[src/design/rbd_defs.svh]
`ifndef RBD_DEFS_SVH
`define RBD_DEFS_SVH

// Reset stretch after supply good: 2^16 instruction cycles
`define RBD_STRETCH_CYCLES 17'h10000
`define RBD_STRETCH_W 17

// Start address after reset
`define RBD_BOOT_ADDR 14'h0800

// Program space
`define RBD_PRAM_BASE 14'h0000
`define RBD_PRAM_LAST 14'h01FF
`define RBD_VEC_LAST 14'h002F
`define RBD_PROM_BASE 14'h0800
`define RBD_PROM_LAST 14'h17FF

// Data space
`define RBD_PERIPH_BASE 14'h2000
`define RBD_PERIPH_LAST 14'h20FF
`define RBD_DRAM_BASE 14'h3800
`define RBD_DRAM_LAST 14'h39FF

// Reset values of core state
`define RBD_STACK_EMPTY 1'b1
`define RBD_IRQ_MASK_ALL 16'h0000
`define RBD_MODE_STATUS_REGISTER_RESET 7'h00

`endif

[src/design/rbd_pkg.sv]
package rbd_pkg;

   typedef enum logic [1:0] {
      RBD_OFF = 2'b00,
      RBD_STRETCH = 2'b01,
      RBD_RUN = 2'b10
   } rbd_state_t;

   typedef enum logic [2:0] {
      RBD_SEL_NONE = 3'b000,
      RBD_SEL_PRAM = 3'b001,
      RBD_SEL_PROM = 3'b010,
      RBD_SEL_DRAM = 3'b011,
      RBD_SEL_PERIPH = 3'b100
   } rbd_sel_t;

   typedef struct packed {
      logic valid;
      logic write;
      logic [13:0] addr;
   } rbd_access_t;

   typedef struct packed {
      rbd_sel_t sel;
      logic [13:0] offset;
      logic writeEn;
      logic readEn;
      logic isVector;
   } rbd_route_t;

   typedef struct packed {
      logic stackEmpty;
      logic [15:0] irqMask;
      logic [6:0] modeStatusReset;
   } rbd_core_init_t;

endpackage

[src/design/rbd_reset_decode.sv]
`timescale 1ns/1ps
`include "rbd_defs.svh"

// How it works
// Supply below threshold holds core and peripherals in reset; instruction clock output and routing keep running
// After supply good, stretch reset 2^16 cycles
// Falling supply below hysteresis level resets
// Low reset pin after power-up resets core and peripherals; instruction clock output and routing are not reset
// Reset empties stacks, masks interrupts, clears status
// Reset also reinitialises every motor peripheral
// After reset, fetch starts at ROM base
// Instruction clock output toggles each cycle, half the input clock rate
// Program addresses 0 to 511 select RAM
// Program ROM base through 4K block selects ROM
// Data RAM base 512 words selects data RAM
// Peripheral region routes to peripheral registers
// Reserved ranges select nothing, writes ignored
// Reset combined, synchronised, released on clock edge
module rbd_reset_decode (
   input wire logic clk,
   input wire logic sys_rst,
   input wire logic supplyAboveRelease,
   input wire logic supplyAboveHold,
   input wire logic extResetN,
   input wire rbd_pkg::rbd_access_t progAccess,
   input wire rbd_pkg::rbd_access_t dataAccess,
   output logic coreReset,
   output logic periphReset,
   output rbd_pkg::rbd_core_init_t coreInit,
   output logic bootLoad,
   output logic [13:0] bootAddr,
   output logic instrClockOut,
   output rbd_pkg::rbd_route_t progRoute,
   output rbd_pkg::rbd_route_t dataRoute
);
   import rbd_pkg::*;

   // ****************************************
   // Address decode
   // ****************************************
   function automatic rbd_route_t decodeProg(input rbd_access_t acc);
      rbd_route_t r;
      r = '0;
      r.sel = RBD_SEL_NONE;
      if (acc.addr <= `RBD_PRAM_LAST) begin
         r.sel = RBD_SEL_PRAM;
         r.offset = acc.addr - `RBD_PRAM_BASE;
         r.isVector = (acc.addr <= `RBD_VEC_LAST);
      end else if (acc.addr >= `RBD_PROM_BASE && acc.addr <= `RBD_PROM_LAST) begin
         r.sel = RBD_SEL_PROM;
         r.offset = acc.addr - `RBD_PROM_BASE;
      end
      // ROM is never written; reserved selects nothing
      r.readEn = acc.valid && !acc.write && (r.sel != RBD_SEL_NONE);
      r.writeEn = acc.valid && acc.write && (r.sel == RBD_SEL_PRAM);
      return r;
   endfunction

   function automatic rbd_route_t decodeData(input rbd_access_t acc);
      rbd_route_t r;
      r = '0;
      r.sel = RBD_SEL_NONE;
      if (acc.addr >= `RBD_DRAM_BASE && acc.addr <= `RBD_DRAM_LAST) begin
         r.sel = RBD_SEL_DRAM;
         r.offset = acc.addr - `RBD_DRAM_BASE;
      end else if (acc.addr >= `RBD_PERIPH_BASE && acc.addr <= `RBD_PERIPH_LAST) begin
         r.sel = RBD_SEL_PERIPH;
         r.offset = acc.addr - `RBD_PERIPH_BASE;
      end
      r.readEn = acc.valid && !acc.write && (r.sel != RBD_SEL_NONE);
      r.writeEn = acc.valid && acc.write && (r.sel != RBD_SEL_NONE);
      return r;
   endfunction

   // ****************************************
   // Supply monitor with hysteresis
   // ****************************************
   logic supplyGood_reg;
   logic resetReq;

   // Good once above release level, lost only below hold level
   always_ff @(posedge clk or posedge sys_rst) begin
      if (sys_rst) begin
         supplyGood_reg <= 1'b0;
      end else if (!supplyAboveHold) begin
         supplyGood_reg <= 1'b0;
      end else if (supplyAboveRelease) begin
         supplyGood_reg <= 1'b1;
      end
   end

   // Combined asynchronous request, same-cycle assertion
   assign resetReq = sys_rst || !supplyAboveHold || !extResetN;

   // ****************************************
   // Reset synchroniser
   // ****************************************
   logic syncA_reg;
   logic syncB_reg;

   always_ff @(posedge clk or posedge resetReq) begin
      if (resetReq) begin
         syncA_reg <= 1'b0;
         syncB_reg <= 1'b0;
      end else begin
         syncA_reg <= 1'b1;
         syncB_reg <= syncA_reg;
      end
   end

   // ****************************************
   // Sequencer
   // ****************************************
   rbd_state_t state_reg;
   rbd_state_t state_next;
   logic [`RBD_STRETCH_W-1:0] count_reg;
   logic stretchDone;

   assign stretchDone = (count_reg == `RBD_STRETCH_CYCLES - 17'h00001);

   always_comb begin
      state_next = state_reg;
      case (state_reg)
         RBD_OFF: begin
            if (supplyGood_reg && syncB_reg) begin
               state_next = RBD_STRETCH;
            end
         end
         RBD_STRETCH: begin
            if (stretchDone) begin
               state_next = RBD_RUN;
            end
         end
         RBD_RUN: begin
            state_next = RBD_RUN;
         end
         default: begin
            state_next = RBD_OFF;
         end
      endcase
      if (!supplyGood_reg || !syncB_reg) begin
         state_next = RBD_OFF;
      end
   end

   always_ff @(posedge clk or posedge resetReq) begin
      if (resetReq) begin
         state_reg <= RBD_OFF;
      end else begin
         state_reg <= state_next;
      end
   end

   always_ff @(posedge clk or posedge resetReq) begin
      if (resetReq) begin
         count_reg <= '0;
      end else if (state_reg == RBD_STRETCH) begin
         count_reg <= count_reg + 17'h00001;
      end else begin
         count_reg <= '0;
      end
   end

   // ****************************************
   // Reset outputs and core init values
   // ****************************************
   always_ff @(posedge clk or posedge resetReq) begin
      if (resetReq) begin
         coreReset <= 1'b1;
         periphReset <= 1'b1;
      end else begin
         coreReset <= (state_next != RBD_RUN);
         periphReset <= (state_next != RBD_RUN);
      end
   end

   always_ff @(posedge clk or posedge resetReq) begin
      if (resetReq) begin
         coreInit.stackEmpty <= `RBD_STACK_EMPTY;
         coreInit.irqMask <= `RBD_IRQ_MASK_ALL;
         coreInit.modeStatusReset <= `RBD_MODE_STATUS_REGISTER_RESET;
      end else begin
         coreInit.stackEmpty <= `RBD_STACK_EMPTY;
         coreInit.irqMask <= `RBD_IRQ_MASK_ALL;
         coreInit.modeStatusReset <= `RBD_MODE_STATUS_REGISTER_RESET;
      end
   end

   // One-cycle load of the fetch address as reset ends
   always_ff @(posedge clk or posedge resetReq) begin
      if (resetReq) begin
         bootLoad <= 1'b0;
         bootAddr <= `RBD_BOOT_ADDR;
      end else begin
         bootLoad <= (state_reg != RBD_RUN) && (state_next == RBD_RUN);
         bootAddr <= `RBD_BOOT_ADDR;
      end
   end

   // ****************************************
   // Instruction clock output
   // ****************************************
   // clk is already the instruction-rate clock; toggle marks each cycle
   always_ff @(posedge clk or posedge sys_rst) begin
      if (sys_rst) begin
         instrClockOut <= 1'b0;
      end else begin
         instrClockOut <= ~instrClockOut;
      end
   end

   // ****************************************
   // Registered routing
   // ****************************************
   always_ff @(posedge clk or posedge sys_rst) begin
      if (sys_rst) begin
         progRoute <= '0;
         dataRoute <= '0;
      end else begin
         progRoute <= decodeProg(progAccess);
         dataRoute <= decodeData(dataAccess);
      end
   end

endmodule

[config.mk]
export PLATFORM = sky130hd
export DESIGN_NAME = rbd_reset_decode
export DESIGN_NICKNAME = d
export VERILOG_FILES = /design/src/design/rbd_pkg.sv /design/src/design/rbd_reset_decode.sv
export VERILOG_INCLUDE_DIRS = /design/src /design/src/design
export SDC_FILE = /design/constraint.sdc
export NUM_CORES = 1
export LEC_CHECK = 0
export BUFFER_PORTS_ARGS = -buffer_cell sky130_fd_sc_hd__buf_2
export CAP_MARGIN = 20
export CORE_ASPECT_RATIO = 1.2
export CORE_MARGIN = 10
export CORE_UTILIZATION = 33
export DETAILED_ROUTE_END_ITERATION = 10
export PLACE_DENSITY = 0.66
export SYNTH_ARGS = -nofsm -noshare
export SYNTH_HDL_FRONTEND = slang
export SYNTH_SLANG_ARGS = --single-unit
[constraint.sdc]
create_clock -name clk -period 2.98 [get_ports clk]
set_clock_uncertainty 0.2 [all_clocks]
set_input_delay 0.447 -clock clk [delete_from_list [all_inputs] [get_ports clk]]
set_output_delay 0.447 -clock clk [all_outputs]
set_load 0.02 [all_outputs]
==> results of run 1 <==
==> cell usage in the layout (no fill, tap or decap), types with 2 or more instances in the layout <==
cell        count
a21oi_1        16
and2_1         14
and3_1          6
buf_2          78
buf_4           2
clkbuf_1        2
clkbuf_8       10
clkinv_2        2
clkinvlp_4      2
conb_1         43
dfrtp_1        61
ha_1            4
inv_1           8
mux2i_1         6
nand2_1        22
nand2b_1        4
nand3_1         8
nand4_1         2
nor2_1         10
nor2b_1         2
nor3_1          6
nor4_1          7
nor4b_1         2
o21ai_0         3
o31ai_1         3
or3_2           2
or4_1           3
xnor2_1         3
xor2_1          2
==> synthesized netlist by cell type (all sizes together) <==
library cell  count  share of area
o21a              1         0.0027
nor2b             2         0.0045
dfrtp            61           0.55
clkbuf            5         0.0072
and3              7          0.016
mux2i             6          0.022
and3b             1         0.0031
a41oi             1         0.0031
nor2             10          0.013
conb              2         0.0027
nand4             4          0.017
xor2              2         0.0063
buf              43           0.11
dfstp             1         0.0094
xnor2             3         0.0094
nand3b            1         0.0027
and2             14          0.031
nand2            22          0.030
o21ai             3         0.0054
nor3              6          0.011
or4b              1         0.0036
nor3b             1         0.0027
nor4              7          0.016
or3               2         0.0054
ha                4          0.018
nand2b            4         0.0090
nand3             9          0.018
inv               8          0.011
nor4b             2         0.0063
or4               4          0.012
o22ai             1         0.0045
a21oi            16          0.029
o31ai             3         0.0081
==> cells by family after synthesis <==
| kind of cell | Yosys count | synth area share |
|---|---|---|
| and+or+nand+nor | 97 | 0.2008 |
| adders and majority gates | 4 | 0.01793 |
| buffers and inverters | 56 | 0.1327 |
| DFF | 62 | 0.5563 |
| muxes | 6 | 0.02152 |
| AOI/OAI and AO/OA | 25 | 0.05244 |
| xor gates and xnor gates | 5 | 0.01569 |
| other | 2 | 0.002690 |
==> metrics by stage <==
stage / util / hold WS (ns) / instances
after floorplan: - / 0.1312 / 298
after global placement: 0.3846 / 0.1353 / 444
after detailed placement: 0.3846 / 0.1370 / 444
after CTS: 0.4054 / 0.01161 / 460
after global routing: 0.4054 / 0.03700 / 460
final: 0.4054 / 0.006850 / 460
==> cell type report <==
cell class | instances | area share
Sequential cell | 62 | 0.4672
Multi-Input combinational cell | 180 | 0.3076
Timing Repair Buffer | 80 | 0.1220
Clock buffer | 12 | 0.04367
Tap cell | 114 | 0.04292
Inverter | 8 | 0.009036
Clock inverter | 4 | 0.007530
==> power by group <==
| part | internal, mW | switching, mW |
|---|---|---|
| clock | 0.322 | 0.316 |
| combinational | 0.0476 | 0.133 |
| sequential | 0.861 | 0.00789 |
| total | 1.23 | 0.456 |
==> metal layers <==
metal  up-vias  wire [µm]
li1        955          -
met1       934       2462
met2        85       3248
met3         9        855
met4         0        115
met5         -          0
==> worst min-delay path by stage <==
| stage | startpoint | endpoint | cells past startpoint |
|---|---|---|---|
| 3_3_place_gp | syncA_reg$_DFF_PP0_ | syncB_reg$_DFF_PP0_ | 0 |
| 3_5_place_dp | syncA_reg$_DFF_PP0_ | syncB_reg$_DFF_PP0_ | 0 |
| 4_1_cts | supplyAboveHold | syncB_reg$_DFF_PP0_ | 2 |
| 5_1_grt | supplyAboveHold | syncB_reg$_DFF_PP0_ | 2 |
| 6_report | extResetN | syncB_reg$_DFF_PP0_ | 2 |
| 2_1_floorplan | syncA_reg$_DFF_PP0_ | syncB_reg$_DFF_PP0_ | 0 |
==> critical path, delay by kind of cell, from the launching register on <==
family	cells	cell delay, ns
adder cells (fa/ha/maj)	2	0.41
flip-flops	1	0.42
multiplexers	1	0.16
AND/OR/NAND/NOR	5	1.02
==> metrics, run 1 <==
CP arrival 2.33 ns; GR Layer Usage met3 0.06961; Slew Limit Fails 0; Reg-to-Reg End state_reg[1]$_DFF_PP0_; total die area 12,550 µm²; Seq/Total Area, Yosys 0.5563; worst-case clock buffer depth 2; syn_area_per_cell 10.86 µm²; Final GP Congestion 0.8233; post-detail-place hpwl 5.339 mm; worst vdd ir 0.0002400 V; Fillers 853; worst skew pair latency 0.33 ns; placed instance area 3153 µm²; Row Count 36; largest net degree at the start of global routing 40; Syn Inst Count 257; crit-path cells ha_1 -> nand4_4 -> nor4_1 -> and3_1 -> ha_1 -> nand2_1 -> mux2i_1 -> nor2b_1; Vias 1,983; Synth cell types 40; Global Route Usage Sum 0.1057; core footprint 8198 µm²; post-CTS resize count 0; Final period util 0.7600; routed wire length 6.681 mm; Largest register FFs 19; PwrDens 507.6 nW/µm²; DR iter-0 viols 49; n_diodes 0; Vias/cell 4.311; H-tree lvl count 3; die span in x 104.0 µm; CTS buffer count 9; max incr delay on CP 0.42 ns; DRC Markers 0; Max Freq 441.6 MHz; Port Buffers 78; initial antenna violation count 0; Crit path required time 3.05 ns; CTS tree yes; met1 GRT Util 0.1085; Post-CTS Setup Bufs 0; worst slew pin tran 1.131 ns; Setup-failing EPs final 0; slowest CP cell dfrtp_1; grt ovf 0; Multi-input gate area 1022 µm²; yosys synthesis warning count 0; CTS Sinks 62; Root Driver clkbuf_8; Worst setup endpoint state_reg[1]$_DFF_PP0_; Mapped Area 2791 µm²; max-cap violations 0; Layout Nets 382; status completed; #FFs+latches synth 62; Layout area overhead 19.05%; Slew headroom 0.2362; share of layout cells above drive strength 1 0.2977; register area 1553 µm²; RSZ-0062 raised after global routing no; LEAKAGE 1.705 nW; IO Count 119; Final Hold Viols 0; first-pass GRT wire length 10.53 mm; number of global-route vias before repair 2,047; clock transition at the registers of the reported paths 0.07 ns; register-to-register setup slack 0.72 ns; Crit Path Category flip-flop to flip-flop; final setup margin 0.7153 ns; Initial Util 0.3405; Place WS 0.7097 ns; R2R cell count 8; fin crit period 2.265 ns; CTS Hold Bufs 0; DRT Pass-1 Iters 4; most used cell, CP ha_1; CP Max Fanout 9; worst r2r src count_reg[0]$_DFF_PP0_; Routed WL per cell 14.52 µm; PnR Total Power 1.687 mW; most used routing layer met2; routing usage on met2 0.1655; Final ANT Viol Nets 0; CP endpoint kind flip-flop; critical path startpoint count_reg[0]$_DFF_PP0_; Die H 120.8 µm; type of the most critical hold path input pin to asynchronous set/reset pin; design area 3323 µm²; Setup TNS Final 0 ns; CP Launch Type flip-flop
(Power assumes the default switching activity.)
==> inputs of run 2 (changes only) <==
- clock period: 2.98 -> 2.25 ns (I/O delays scaled with it)
==> metrics, run 2 (synthesis gave the netlist of run 1 again) <==
IO Count 119; Final ANT Viol Nets 0; Setup-failing EPs final 0; routed wire length 6.869 mm; Max Freq 478.5 MHz; placed instance area 3191 µm²; Vias/cell 4.279; DRT Pass-1 Iters 4; Largest register FFs 19; PwrDens 653.9 nW/µm²; most common cell after layout, fill and taps aside buf_2; core footprint 8198 µm²; LEAKAGE 1.772 nW; Crit Path Category flip-flop to flip-flop; grt ovf 0; Crit path required time 2.30 ns; type of the most critical hold path input pin to asynchronous set/reset pin; CP Launch Type flip-flop; clock transition at the registers of the reported paths 0.07 ns; Setup TNS Final 0 ns; share of layout cells above drive strength 1 0.3146; final setup margin 0.1603 ns; Util after Layout 0.4173; die span in x 104.0 µm; CP Max Fanout 4; Global Route Usage Sum 0.1057; worst slew pin tran 0.7301 ns; worst-case clock buffer depth 2; CP endpoint kind flip-flop; CP arrival 2.14 ns; fin crit period 2.090 ns; first-pass GRT wire length 10.70 mm; n_diodes 0; hold slack final -0.001480 ns; Root Driver clkbuf_8; initial antenna violation count 0; status finished with violations; Vias 2,011; Fillers 852; Final GP Congestion 0.8305; Die H 120.8 µm; Slew headroom 0.5123; total die area 12,550 µm²; CTS tree yes; Final Hold Viols 1; violated checks negative hold slack; Layout Nets 392; CTS Sinks 62; most frequent cells in the layout buf_2 (78), dfrtp_1 (61), conb_1 (43), nand2_1 (22), a21oi_1 (16); worst vdd ir 0.0004102 V; H-tree lvl count 3; Initial Util 0.3405; non-filler instance count after layout 470; worst skew pair latency 0.32 ns; register area 1553 µm²; CTS buffer count 9; Place WS 0.07783 ns; Routed WL per cell 14.61 µm; Layout area overhead 22.55%; design area 3421 µm²; PnR Total Power 2.237 mW; largest net degree at the start of global routing 40; Slew Limit Fails 0; Final period util 0.9287; DR iter-0 viols 63; post-detail-place hpwl 5.415 mm; number of global-route vias before repair 2,199; Port Buffers 78; dpl cells 449; register-to-register setup slack 0.16 ns; Multi-input gate area 1040 µm²; Row Count 36; DRC Markers 0; max-cap violations 0
run 2: critical path: stages, from the launching register on:
cell and delay, ns:
dfrtp_1 0.41, ha_2 0.26, nand4_4 0.13, nor4_4 0.32
and3_1 0.19, ha_1 0.14, nand2_1 0.07, mux2i_1 0.16
nor2b_1 0.14
run 2: final timing paths:
| check | start | endpoint | cells after the start |
|---|---|---|---|
| hold reg to reg | syncA_reg$_DFF_PP0_ | syncB_reg$_DFF_PP0_ | 0 |
| max in group asynchronous | supplyAboveHold | periphReset$_DFF_PP1_ | 5 |
| hold / removal | sys_rst | progRoute[0]$_DFF_PP0_ | 3 |
| setup / recovery | count_reg[1]$_DFF_PP0_ | state_reg[1]$_DFF_PP0_ | 8 |
| min in group clk | dataAccess[9] | dataRoute[16]$_DFF_PP0_ | 2 |
| setup reg to reg | count_reg[1]$_DFF_PP0_ | state_reg[1]$_DFF_PP0_ | 8 |
run 2: per-layer routing:
metal,global-route usage,part of all wire,wire [µm],up-vias
met4,0.03136,0.0042,29,0
met1,0.1054,0.37,2566,968
met2,0.1770,0.50,3453,71
li1,-,-,-,970
met3,0.07014,0.12,820,2
met5,0,0,0,-
run 2: what timing repair did:
item,CTS,global route
hold buffers,3,0
gates resized for setup,0,3
hold endpoints to repair,23,0
setup buffers,0,2
setup endpoints to repair,0,2
run 2: power by group:
part / total [mW] / switching (mW) / internal (mW)
combinational: 0.246 / 0.176 / 0.0695
sequential: 1.15 / 0.0101 / 1.14
clock: 0.840 / 0.415 / 0.425
run 2: final cells by class:
type | instances | area share
inverters | 8 | 0.008778
well taps | 114 | 0.04170
flip-flops and latches | 62 | 0.4539
multi-input cells | 180 | 0.3040
clock buffers | 12 | 0.04243
clock inverters | 4 | 0.006584
repair buffers | 90 | 0.1426
